<file path="src/logic/status_defs.svh">
`ifndef STATUS_DEFS_SVH
`define STATUS_DEFS_SVH
// ****************************************
// Register byte offsets
// ****************************************
`define OFF_SRE      8'h00
`define OFF_ESE      8'h04
`define OFF_STB      8'h08
`define OFF_ESR      8'h0C
`define OFF_CMD      8'h10
`define OFF_ERRQ     8'h14
`define OFF_OUTQ     8'h18
`define OFF_ERRCNT   8'h1C
// ****************************************
// Command register bits
// ****************************************
`define CMD_CLS      0
`define CMD_OPC      1
`define CMD_OPCQ     2
`define CMD_SYSCLR   3
`define CMD_RST      4
// ****************************************
// Status byte and event bit positions
// ****************************************
`define STB_ERRQ     2
`define STB_QUES     3
`define STB_MAV      4
`define STB_ESB      5
`define STB_MSS      6
`define ESR_OPC      0
`define ESR_QYE      2
`define ESR_DDE      3
`define ESR_EXE      4
`define ESR_CME      5
`define ERRQ_VALID   16
`define OUTQ_VALID   8
// ****************************************
// Reset values and queue sizing
// ****************************************
`define MASK_RST     8'h00
`define ERRQ_DEPTH   10
`define OPC_RESP     8'h01
// ****************************************
// Error codes, 16-bit two's complement
// ****************************************
`define CODE_NONE    16'h0000
`define CODE_CMD     16'hFF9C
`define CODE_SYNTAX  16'hFF9A
`define CODE_UNDEF   16'hFF8F
`define CODE_RANGE   16'hFF23
`define CODE_TOOMUCH 16'hFF22
`define CODE_NOMEM   16'hFF20
`define CODE_UNTERM  16'hFE66
`define CODE_DEADLK  16'hFE5C
`define CODE_INDEF   16'hFE48
`define CODE_QOVF    16'hFEB6
`define CODE_RDOVF   16'h012D
`define CODE_PTMO    16'h012E
`define CODE_BUFFULL 16'h0136
`define CODE_CLEVT   16'h0140
`define CODE_CLTRIP  16'h0141
`define CODE_OTP     16'h0199
`define CODE_OVP     16'h019A
`endif

</file>
<file path="src/logic/status_pkg.sv">
package status_pkg;
  // Error sources reported by the rest of the instrument
  typedef enum logic [3:0] {
    ERR_CMD, ERR_SYNTAX, ERR_UNDEF_HDR, ERR_RANGE, ERR_TOO_MUCH, ERR_NO_MEM,
    ERR_UNTERM, ERR_DEADLOCK, ERR_INDEF, ERR_RD_OVF, ERR_PULSE_TMO, ERR_BUF_FULL,
    ERR_CLIM_EVT, ERR_CLIM_TRIP, ERR_OVER_TEMP, ERR_OVER_VOLTAGE
  } err_kind_e;
  // Operation complete tracking, one-hot
  typedef enum logic [2:0] {
    OPC_IDLE  = 3'b001,
    OPC_WSET  = 3'b010,
    OPC_WRESP = 3'b100
  } opc_state_e;
endpackage : status_pkg

</file>
<file path="src/logic/err_mem_if.sv">
`timescale 1ns/10ps
`default_nettype none
interface err_mem_if #(parameter int AW = 4);
  logic          we;
  logic [AW-1:0] waddr;
  logic [15:0]   wdata;
  logic [AW-1:0] raddr;
  logic [15:0]   rdata;
  modport ctrl (output we, waddr, wdata, raddr, input rdata);
  modport mem  (input we, waddr, wdata, raddr, output rdata);
endinterface : err_mem_if
`default_nettype wire

</file>
<file path="src/logic/err_mem.sv">
`timescale 1ns/10ps
`default_nettype none
module err_mem #(
  parameter int DEPTH = 10,
  parameter int AW    = 4
) (
  input wire logic clk,
  err_mem_if.mem   port
);
  // ****************************************
  // Storage with registered read and write bypass
  // ****************************************
  logic [15:0] mem_reg [DEPTH];
  logic [15:0] rdata_reg;
  wire         bypass = port.we && (port.waddr == port.raddr);

  always_ff @(posedge clk) begin
    if (port.we) begin
      mem_reg[port.waddr] <= port.wdata;
    end
    rdata_reg <= bypass ? port.wdata : mem_reg[port.raddr];
  end

  assign port.rdata = rdata_reg;
endmodule : err_mem
`default_nettype wire

</file>
<file path="src/logic/status_error_queue.sv">
`timescale 1ns/10ps
`default_nettype none
`include "status_defs.svh"
// How it works
// - Service request mask written, bits enable summary
// - Mask query returns mask, unchanged
// - Status byte read never clears bit 6
// - Standard event mask written from bus
// - Event mask query returns enabled bits
// - Event register query returns latched bits
// - Clear-status clears event register and its summary, cancels operation complete
// - Operation-complete sets bit after pending work
// - Operation-complete query queues response one
// - Error queue returns oldest entry first
// - Reading an error removes it
// - Eleventh error replaces last slot, locks queue
// - Empty queue read returns code zero
// - System clear or power-on empties queue
// - Instrument reset leaves error queue alone
// - Command errors queue -100, -102, -113
// - Parameter errors queue -221, -222, -224
// - Query errors queue -410, -420, -440
// - Measurement conditions queue +301, +302, +310
// - Protection conditions queue +320, +321, +409, +410
// - Event register read or clear-status clears
// - Status bit 2 set while errors stored
// - Event bit 0 set only by operation-complete
// - Events latch and summarise only when enabled
module status_error_queue #(
  parameter int DEPTH = `ERRQ_DEPTH,
  parameter int AW    = 4
) (
  input  wire logic                clk,
  input  wire logic                resetn,
  input  wire logic                wb_cyc_i,
  input  wire logic                wb_stb_i,
  input  wire logic                wb_we_i,
  input  wire logic [7:0]          wb_adr_i,
  input  wire logic [3:0]          wb_sel_i,
  input  wire logic [31:0]         wb_dat_i,
  output logic      [31:0]         wb_dat_o,
  output logic                     wb_ack_o,
  input  wire logic                err_strobe,
  input  wire status_pkg::err_kind_e err_kind,
  input  wire logic                ops_busy,
  input  wire logic                questionable_summary,
  output logic                     service_request
);
  // ****************************************
  // Functions
  // ****************************************
  function automatic logic [AW-1:0] ptr_inc(input logic [AW-1:0] p);
    ptr_inc = (p == AW'(DEPTH - 1)) ? '0 : AW'(p + 1'b1);
  endfunction : ptr_inc

  function automatic logic [AW-1:0] ptr_dec(input logic [AW-1:0] p);
    ptr_dec = (p == '0) ? AW'(DEPTH - 1) : AW'(p - 1'b1);
  endfunction : ptr_dec

  function automatic logic [15:0] err_code(input status_pkg::err_kind_e k);
    case (k)
      status_pkg::ERR_CMD:          err_code = `CODE_CMD;
      status_pkg::ERR_SYNTAX:       err_code = `CODE_SYNTAX;
      status_pkg::ERR_UNDEF_HDR:    err_code = `CODE_UNDEF;
      status_pkg::ERR_RANGE:        err_code = `CODE_RANGE;
      status_pkg::ERR_TOO_MUCH:     err_code = `CODE_TOOMUCH;
      status_pkg::ERR_NO_MEM:       err_code = `CODE_NOMEM;
      status_pkg::ERR_UNTERM:       err_code = `CODE_UNTERM;
      status_pkg::ERR_DEADLOCK:     err_code = `CODE_DEADLK;
      status_pkg::ERR_INDEF:        err_code = `CODE_INDEF;
      status_pkg::ERR_RD_OVF:       err_code = `CODE_RDOVF;
      status_pkg::ERR_PULSE_TMO:    err_code = `CODE_PTMO;
      status_pkg::ERR_BUF_FULL:     err_code = `CODE_BUFFULL;
      status_pkg::ERR_CLIM_EVT:     err_code = `CODE_CLEVT;
      status_pkg::ERR_CLIM_TRIP:    err_code = `CODE_CLTRIP;
      status_pkg::ERR_OVER_TEMP:    err_code = `CODE_OTP;
      default:                      err_code = `CODE_OVP;
    endcase
  endfunction : err_code

  // ****************************************
  // State
  // ****************************************
  logic [7:0]             service_request_mask_reg;
  logic [7:0]             std_event_mask_reg;
  logic [7:0]             esr_reg;
  logic [7:0]             esr_next;
  logic                   outq_reg;
  logic                   outq_next;
  logic [AW-1:0]          wr_ptr_reg;
  logic [AW-1:0]          rd_ptr_reg;
  logic [AW-1:0]          rd_ptr_next;
  logic [AW:0]            count_reg;
  logic [AW:0]            count_next;
  logic                   locked_reg;
  status_pkg::opc_state_e opc_reg;
  status_pkg::opc_state_e opc_next;
  err_mem_if #(.AW(AW))   mif ();

  err_mem #(.DEPTH(DEPTH), .AW(AW)) u_mem (
    .clk  (clk),
    .port (mif)
  );

  // ****************************************
  // Bus decode
  // ****************************************
  wire bus_req  = wb_cyc_i && wb_stb_i && !wb_ack_o;
  wire bus_wr   = bus_req && wb_we_i && wb_sel_i[0];
  wire bus_rd   = bus_req && !wb_we_i;
  wire hit_sre  = (wb_adr_i == `OFF_SRE);
  wire hit_ese  = (wb_adr_i == `OFF_ESE);
  wire hit_stb  = (wb_adr_i == `OFF_STB);
  wire hit_esr  = (wb_adr_i == `OFF_ESR);
  wire hit_cmd  = (wb_adr_i == `OFF_CMD);
  wire hit_errq = (wb_adr_i == `OFF_ERRQ);
  wire hit_outq = (wb_adr_i == `OFF_OUTQ);
  wire hit_cnt  = (wb_adr_i == `OFF_ERRCNT);
  wire [7:0] cmd = (bus_wr && hit_cmd) ? wb_dat_i[7:0] : 8'h00;
  wire do_cls    = cmd[`CMD_CLS];
  wire do_opc    = cmd[`CMD_OPC];
  wire do_opcq   = cmd[`CMD_OPCQ];
  wire do_sysclr = cmd[`CMD_SYSCLR];
  wire do_rst    = cmd[`CMD_RST];

  // ****************************************
  // Error queue control
  // ****************************************
  wire q_empty   = (count_reg == '0);
  wire q_full    = (count_reg == (AW+1)'(DEPTH));
  wire pop       = bus_rd && hit_errq && !q_empty;
  wire empty_rd  = bus_rd && hit_errq && q_empty;
  wire push      = err_strobe && !locked_reg && !do_sysclr;
  wire push_ovf  = push && q_full && !pop;
  wire push_norm = push && !push_ovf;
  wire [15:0] push_code = err_code(err_kind);

  assign mif.we    = push;
  assign mif.waddr = push_ovf ? ptr_dec(wr_ptr_reg) : wr_ptr_reg;
  assign mif.wdata = push_ovf ? `CODE_QOVF : push_code;
  assign rd_ptr_next = do_sysclr ? '0 : (pop ? ptr_inc(rd_ptr_reg) : rd_ptr_reg);
  assign mif.raddr = rd_ptr_next;

  always_comb begin
    count_next = count_reg;
    if (do_sysclr) begin
      count_next = '0;
    end else if (push_norm && !pop) begin
      count_next = count_reg + 1'b1;
    end else if (pop && !push_norm) begin
      count_next = count_reg - 1'b1;
    end
  end

  always_ff @(posedge clk) begin
    if (!resetn || do_sysclr) begin
      wr_ptr_reg <= '0;
      locked_reg <= 1'b0;
    end else begin
      if (push_norm) begin
        wr_ptr_reg <= ptr_inc(wr_ptr_reg);
      end
      if (push_ovf) begin
        locked_reg <= 1'b1;
      end
    end
  end

  always_ff @(posedge clk) begin
    if (!resetn) begin
      rd_ptr_reg <= '0;
      count_reg  <= '0;
    end else begin
      rd_ptr_reg <= rd_ptr_next;
      count_reg  <= count_next;
    end
  end

  // ****************************************
  // Standard events and operation complete
  // ****************************************
  wire k_cmd  = (err_kind <= status_pkg::ERR_UNDEF_HDR);
  wire k_exe  = (err_kind >= status_pkg::ERR_RANGE) && (err_kind <= status_pkg::ERR_NO_MEM);
  wire k_qye  = (err_kind >= status_pkg::ERR_UNTERM) && (err_kind <= status_pkg::ERR_INDEF);
  wire opc_fire = (opc_reg == status_pkg::OPC_WSET) && !ops_busy;
  wire [7:0] ev_raw = {2'b00,
                       err_strobe && k_cmd,
                       err_strobe && k_exe,
                       err_strobe && !k_cmd && !k_exe && !k_qye,
                       (err_strobe && k_qye) || empty_rd,
                       1'b0,
                       opc_fire};
  wire [7:0] ev_en  = ev_raw & std_event_mask_reg;
  wire esr_clr      = do_cls || (bus_rd && hit_esr);
  assign esr_next   = (esr_clr ? 8'h00 : esr_reg) | ev_en;

  always_comb begin
    opc_next = opc_reg;
    case (opc_reg)
      status_pkg::OPC_IDLE: begin
        if (do_opcq) begin
          opc_next = status_pkg::OPC_WRESP;
        end else if (do_opc) begin
          opc_next = status_pkg::OPC_WSET;
        end
      end
      status_pkg::OPC_WSET: begin
        if (!ops_busy) begin
          opc_next = status_pkg::OPC_IDLE;
        end
      end
      status_pkg::OPC_WRESP: begin
        if (!ops_busy) begin
          opc_next = status_pkg::OPC_IDLE;
        end
      end
      default: opc_next = status_pkg::OPC_IDLE;
    endcase
    if (do_cls || do_rst) begin
      opc_next = status_pkg::OPC_IDLE;
    end
  end

  wire resp_fire = (opc_reg == status_pkg::OPC_WRESP) && !ops_busy;
  assign outq_next = resp_fire || (outq_reg && !(bus_rd && hit_outq));

  always_ff @(posedge clk) begin
    if (!resetn) begin
      esr_reg  <= `MASK_RST;
      opc_reg  <= status_pkg::OPC_IDLE;
      outq_reg <= 1'b0;
    end else begin
      esr_reg  <= esr_next;
      opc_reg  <= opc_next;
      outq_reg <= outq_next;
    end
  end

  // ****************************************
  // Enable masks
  // ****************************************
  always_ff @(posedge clk) begin
    if (!resetn) begin
      service_request_mask_reg <= `MASK_RST;
      std_event_mask_reg       <= `MASK_RST;
    end else begin
      if (bus_wr && hit_sre) begin
        service_request_mask_reg <= wb_dat_i[7:0];
      end
      if (bus_wr && hit_ese) begin
        std_event_mask_reg <= wb_dat_i[7:0];
      end
    end
  end

  // ****************************************
  // Status byte
  // ****************************************
  wire [7:0] stb_low;
  assign stb_low[1:0]      = 2'b00;
  assign stb_low[`STB_ERRQ] = !q_empty;
  assign stb_low[`STB_QUES] = questionable_summary;
  assign stb_low[`STB_MAV]  = outq_reg;
  assign stb_low[`STB_ESB]  = |(esr_reg & std_event_mask_reg);
  assign stb_low[7:6]      = 2'b00;
  wire master_summary_flag = |(stb_low & service_request_mask_reg);
  wire [7:0] status_byte   = stb_low | (8'(master_summary_flag) << `STB_MSS);

  // ****************************************
  // Read mux and bus answer
  // ****************************************
  wire [31:0] rd_errq = q_empty ? 32'h0000_0000 :
                        {15'h0, 1'b1, mif.rdata};
  wire [31:0] rd_data =
      hit_sre  ? {24'h000000, service_request_mask_reg} :
      hit_ese  ? {24'h000000, std_event_mask_reg} :
      hit_stb  ? {24'h000000, status_byte} :
      hit_esr  ? {24'h000000, esr_reg} :
      hit_errq ? rd_errq :
      hit_outq ? {23'h0, outq_reg, (outq_reg ? `OPC_RESP : 8'h00)} :
      hit_cnt  ? {{(30-AW){1'b0}}, locked_reg, count_reg} :
                 32'h0000_0000;

  always_ff @(posedge clk) begin
    if (!resetn) begin
      wb_ack_o        <= 1'b0;
      wb_dat_o        <= 32'h0000_0000;
      service_request <= 1'b0;
    end else begin
      wb_ack_o        <= bus_req;
      wb_dat_o        <= bus_rd ? rd_data : 32'h0000_0000;
      service_request <= master_summary_flag;
    end
  end
endmodule : status_error_queue
`default_nettype wire

</file>
<file path="config.mk">
export PLATFORM = sky130hd
export DESIGN_NAME = status_error_queue
export DESIGN_NICKNAME = d
export VERILOG_FILES = /design/src/logic/status_pkg.sv /design/src/logic/err_mem_if.sv /design/src/logic/err_mem.sv /design/src/logic/status_error_queue.sv
export VERILOG_INCLUDE_DIRS = /design/src /design/src/logic
export SDC_FILE = /design/constraint.sdc
export NUM_CORES = 1
export LEC_CHECK = 0
export BUFFER_PORTS_ARGS = -buffer_cell sky130_fd_sc_hd__buf_2
export CAP_MARGIN = 20
export CORE_MARGIN = 10
export CORE_UTILIZATION = 52
export DETAILED_ROUTE_END_ITERATION = 12
export PLACE_DENSITY = 0.78
export SYNTH_ARGS = -nofsm -noshare
export SYNTH_HDL_FRONTEND = slang
export SYNTH_SLANG_ARGS = --single-unit
</file>
<file path="constraint.sdc">
create_clock -name clk -period 3.3 [get_ports clk]
set_input_delay 0.33 -clock clk [delete_from_list [all_inputs] [get_ports clk]]
set_output_delay 0.33 -clock clk [all_outputs]
set_load 0.1 [all_outputs]
</file>
# Word level (Yosys, flattened, before mapping)
# Memory sizes are Yosys's and may differ from the RTL's. A register that Yosys moved wholly into a read port is not among the register bits.
# Index checks and enable logic that the tools add are counted.
# word_totals
word_cells,135
ff_bits,61
ramBits,160
output_inout_bits,34
in_bits,56
mem_bits_ro,256
n_memories,2
# mem_list
memory,words,width,read_ports,rd_clocked_by_memory_dff,wr,line,text
(name not given),16,16,1,0,0,status_error_queue.sv:61,case (k)
u_mem.mem_reg,10,16,1,1,1,err_mem.sv:13,logic [15:0] mem_reg [DEPTH];
# classes
addsub,5
n_reduce_logical,62
n_lt_le_gt_ge,5
bitwise_logic,7
n_eq_ne,15
mux,26
# ops
op,count
$mux 8,5
$mux 17,2
$eq 8x5->1 const B,4
$logic_and 1x1->1,31
$mux 4,6
$and 6x8->8,2
$eq 8x4->1 const B,2
$mux 16,1
$reduce_or 8->1,2
$mux 5,3
$logic_not 1->1,14
$mux 3,3
$mux 9,1
$add 4x1->4 const B,2
$and 8x8->8,1
$eq 4x4->1 const B,2
$eq 8x3->1 const B,1
$logic_not 8->1,1
$or 8x8->8,1
$or 6x7->7,1
$mux 6,1
$pmux 3 s2,1
$reduce_or 2->1,3
$reduce_or 6->1,1
other kinds (21),29

# Depth between registers and ports, before layout
# logic_depth
depth_word,16
ltp_mapped,13
mapped_depth_nobuf,12

# Cells and area by module
# A second synthesis with hierarchy kept.
# unflattened
hier_cells,764
hier_area_um2,10069.7
# modules_own_cells
module,n_inst,area_each_um2,cells_each,seq_area_each_um2
err_mem,1,6472.5,346,4884.7
status_error_queue,1,3597.2,418,1161.1

# Least setup slack after synthesis
# OpenSTA, ideal clock, no wires.
# synth_path
kind,flip-flop to flip-flop
startpoint,register wb_ack_o
endpoint,memory u_mem.mem_reg[0][0] (enable)
path_stages_with_launch,6
t_required_ns,2.910
path_slack_ns,-0.125
arrival_ns,3.035
setup_time_ns,0.390
path_buffers,0
synth_period_minus_slack_ns,3.425
path_cell_list,dfxtp_1 -> nand4bb_1 -> nor4_4 -> o21ai_0 -> or4b_2 -> nor3_1
# synth_between
elab_chain_cells,11
elab_cells_between_ends,17
classes_between,4 x mux; 13 x reduce/logical
# synth_rtl
element,line,text
"start, declared",status_error_queue.sv:42,"output logic wb_ack_o,"
"start signal, assigned",status_error_queue.sv:290,wb_ack_o <= bus_req;
$logic_not 1->1 *,status_error_queue.sv:108,wire bus_req = wb_cyc_i && wb_stb_i && !wb_ack_o;
$logic_and 1x1->1 *,status_error_queue.sv:108,
$logic_and 1x1->1 (2 in series),status_error_queue.sv:109,wire bus_wr = bus_req && wb_we_i && wb_sel_i[0];
$logic_and 1x1->1,status_error_queue.sv:119,wire [7:0] cmd = (bus_wr && hit_cmd) ? wb_dat_i[7:0] : 8'h00;
$mux 5,status_error_queue.sv:119,
$logic_not 1->1,status_error_queue.sv:133,wire push = err_strobe && !locked_reg && !do_sysclr;
$logic_and 1x1->1,status_error_queue.sv:133,
$logic_and 1x1->1 (2 in series),status_error_queue.sv:134,wire push_ovf = push && q_full && !pop;
$mux 4,status_error_queue.sv:139,assign mif.waddr = push_ovf ? ptr_dec(wr_ptr_reg) : wr_ptr_reg;
"end, declared",err_mem.sv:13,
# Every way passes the cells marked *; elsewhere a longest branch is shown, timed or not.

# Worst setup path after layout
# layout_path
startpoint,register wb_ack_o
endpoint,register count_reg[4]
# layout_between
elab_chain_cells,15
elab_cells_between_ends,22
classes_between,2 x mux; 20 x reduce/logical
# layout_rtl
element,line,text
$logic_not 1->1 *,status_error_queue.sv:108,
$logic_and 1x1->1 *,status_error_queue.sv:108,
$logic_and 1x1->1 (2 in series),status_error_queue.sv:109,
$logic_and 1x1->1,status_error_queue.sv:119,
$mux 5,status_error_queue.sv:119,
$logic_not 1->1,status_error_queue.sv:133,
$logic_and 1x1->1,status_error_queue.sv:133,
$logic_and 1x1->1 (2 in series),status_error_queue.sv:134,
$logic_not 1->1,status_error_queue.sv:135,wire push_norm = push && !push_ovf;
$logic_and 1x1->1,status_error_queue.sv:135,
$logic_not 1->1,status_error_queue.sv:150,end else if (pop && !push_norm) begin
$logic_and 1x1->1,status_error_queue.sv:150,
$reduce_bool 2->1 (no line),-,
"end signal, assigned",status_error_queue.sv:175,count_reg <= count_next;
"end, declared",status_error_queue.sv:93,logic [AW:0] count_reg;
# Marked as above.
# A chain may end at the register's enable or synchronous reset.

==> results.sh <==
export IMPL_outcome="finished clean"
export IMPL_ys_async_sr_fraction=0
export IMPL_post_place_worst_slack_ns=-0.0159
export IMPL_multi_input_area_um2=2800
export IMPL_synthesis_area_um2=7220
export IMPL_setup_repair_after_global_routing_missed_its_margin="false"
export IMPL_layout_core_utilization=0.604
export IMPL_synth_warnings=0
export IMPL_floorplan_die_width_um=138
export IMPL_whs_path_cells=3
export IMPL_post_synth_top_area_cell="edfxtp_1"
export IMPL_clock_sinks=156
export IMPL_avgRoutedWirePerCell_um=20.7
export IMPL_fin_crit_sh=0.903
export IMPL_initial_utilization=0.526
export IMPL_floorplan_rows=43
export IMPL_synth_ff_type="edfxtp_1"
export IMPL_setup_worst_path_start_class="flip-flop"
export IMPL_syn2layout_area_growth_pct=14.8
export IMPL_post_route_skew_ns=0.00905
export IMPL_number_of_gates_resized_after_cts=0
export IMPL_clk_latency_ns=0.43
export IMPL_grt_overflow=0
export IMPL_setup_reg_to_reg_worst_slack_ns=0.32
export IMPL_max_slew_margin_rel=0.255
export IMPL_max_freq_mhz=336
export IMPL_critPathRequiredTime_ns=3.64
export IMPL_total_leakage_power_nw=3.10
export IMPL_average_instance_area_after_synthesis_um2=12.2
export IMPL_place_port_buffers=47
export IMPL_grt_usage=0.190
export IMPL_first_global_vias=5138
export IMPL_final_max_slew_viol_count=0
export IMPL_synthCells=591
export IMPL_finalWorstPathRequiredPeriod_ns=2.98
export IMPL_worstPathArrival_ns=3.32
export IMPL_yosysTopAreaCellShare=0.416
export IMPL_number_of_flops_mapped_to_enable_cells_by_yosys=100
export IMPL_worstHoldStart="wb_dat_i[7]"
export IMPL_drt_iter0_markers=555
export IMPL_chipHeight_um=138
export IMPL_worst_r2r_endpoint="count_reg[4]"
export IMPL_post_synth_main_area_contributors="edfxtp_1, dfxtp_1, mux4_2"
export IMPL_min_to="std_event_mask_reg[7]"
export IMPL_cts_tree="built"
export IMPL_post_place_cells=807
export IMPL_final_cells=839
export IMPL_largest_register_ffs=100
export IMPL_number_of_antenna_violations_at_the_first_check_in_global_routing=0
export IMPL_post_route_drc_count=0
export IMPL_critPathCaptureType="flip-flop"
export IMPL_post_cts_buffers=0
export IMPL_final_report_hold_violation_count=0
export IMPL_timing_reg2reg_worst_path_depth=13
export IMPL_top_fanout_value_on_the_critical_path=4
export IMPL_ratio_of_cells_with_drive_above_1_in_the_final_layout=0.228
export IMPL_wl_um=17400
export IMPL_synth_seq_area_share=0.571
export IMPL_detailroute_via_count=4996
export IMPL_count_of_h_tree_levels_built_during_cts=4
export IMPL_total_half_perimeter_wirelength_after_legalization_and_detailed_placement_um=11800
export IMPL_root_buffer="clkbuf_16"
export IMPL_layout_nets=712
export IMPL_finalSetupViolations=0
export IMPL_postLayoutSetupSlackWorst_ns=0.321
export IMPL_timing_max_cap_violations=0
export IMPL_unique_cell_type_count_in_the_yosys_netlist=62
export IMPL_worstHoldPathType="input port to flip-flop"
export IMPL_cts_buffers=17
export IMPL_critical_path_reg2reg_startpoint="wb_ack_o"
export IMPL_route_detailed_vias_per_inst=5.95
export IMPL_antenna_violating_nets_post_route=0
export IMPL_gp_routability_congestion=0.966
export IMPL_drt_pass1_iter_count=5
export IMPL_regArea_um2=4130
export IMPL_grt_start_max_net_pins=24
export IMPL_grt_pass1_wl_um=27800
export IMPL_nFillCells=1007
export IMPL_max_slew_worst_pin_slew_ns=1.11
export IMPL_fp_coreArea_um2=13700
export IMPL_vdd_drop_max_mv=0.344
export IMPL_clk_pin_slew_ns=0.07
export IMPL_cts_path_max_buffers=2
export IMPL_yosys_register_bits=156
export IMPL_design_portCount=90
export IMPL_tightest_hold_margin_ns=0.165
export IMPL_antennaDiodeCount=0
export IMPL_p_per_area_nw_per_um2=557
export IMPL_worst_setup_path_class="flip-flop to flip-flop"
export IMPL_hold_buffers=0
export IMPL_fp_dieArea_um2=19000
placed cells by master (no fill, tap or decap), types with 7 or more instances in the layout:
cell type	instances
edfxtp_1	100
nor2_1	57
dfxtp_1	55
buf_2	47
mux2i_1	36
buf_4	32
nand2_1	29
a21oi_1	25
o21ai_0	20
mux4_2	20
nor3_1	18
clkbuf_16	17
conb_1	15
nor2b_1	14
inv_1	14
nand3_1	10
ha_1	9
a211oi_1	8
mux2_2	8
o211ai_1	8
nand3b_1	7
xnor2_1	7
synthesized netlist by cell type, types with 4 or more instances:
cell type	number
xnor2_1	7
o211ai_1	8
nor2b_1	14
buf_4	21
a211oi_1	8
mux2_2	8
mux4_2	20
mux2i_1	36
inv_1	14
edfxtp_1	100
o21ai_0	20
or4_1	6
dfxtp_1	56
clkbuf_1	25
nand3b_1	7
a21oi_1	25
nor2_1	57
nand2_1	29
nand3_1	10
or3_1	4
ha_1	9
a21o_1	6
a31oi_1	5
a22oi_1	4
buf_2	7
or2_2	4
nor3_1	18
where the power goes:
group | switching, mW | internal (mW)
registers | 0.0341 | 2.14
logic | 0.288 | 0.140
clock network | 0.852 | 1.16
total | 1.17 | 3.44
critical path, cell delays in order, from the launching register on:
cell and delay (ns):
dfxtp_1 0.32, nand4bb_1 0.33, nor4_4 0.35, o211ai_1 0.15, inv_1 0.08, ha_1 0.18, inv_1 0.07, buf_4 0.15
fa_1 0.40, a21o_1 0.18, a21oi_1 0.17, xnor2_1 0.09, or3_1 0.30, a21oi_1 0.14
cells by family after synthesis:
group | Yosys count | share of synthesized area
flip-flops | 156 | 0.571
adder cells (fa/ha/maj) | 10 | 0.0184
multiplexers | 64 | 0.125
AND/OR/NAND/NOR | 177 | 0.129
AO/OA/AOI/OAI | 102 | 0.0946
other | 1 | 0.000519
buffers and inverters | 71 | 0.0501
XOR/XNOR | 10 | 0.0121
per-layer routing:
metal / vias to the layer above / part of all wire / track usage / routed length [µm]
met4: 0 / 0.030 / 0.0788 / 522
met2: 236 / 0.51 / 0.331 / 8810
met1: 2423 / 0.38 / 0.225 / 6610
met5: - / 0 / 0 / 0
met3: 42 / 0.082 / 0.0380 / 1420
li1: 2295 / - / - / -
final cells by class:
type | count | area share
clock buffers | 17 | 0.0513
repair buffers | 79 | 0.0574
flip-flops and latches | 156 | 0.498
multi-input cells | 378 | 0.337
clock inverters | 15 | 0.0229
well taps | 180 | 0.0272
inverters | 14 | 0.00634
how the worst max path moves through the flow:
stage                start                   to  slack (ns)  cells after the start
2_1_floorplan     wb_ack_o  u_mem.mem_reg[0][0]       -0.12                      5
3_3_place_gp   wb_adr_i[7]         count_reg[4]        0.06                     13
3_5_place_dp   wb_adr_i[7]         count_reg[4]       -0.02                     13
5_1_grt           wb_ack_o         count_reg[4]        0.11                     13
6_report          wb_ack_o         count_reg[4]        0.32                     13
4_1_cts           wb_ack_o         count_reg[4]        0.34                     13
stage by stage:
step           area, µm²  setup TNS (ns)  total power [mW]
6_report            8290               0              4.61
5_1_grt             8290               0              4.76
4_1_cts             8290               0              4.62
3_5_place_dp        7670         -0.0159              2.64
3_3_place_gp        7670               0              2.61
2_1_floorplan       7270           -3.56              2.52
(Power assumes the default switching activity.)
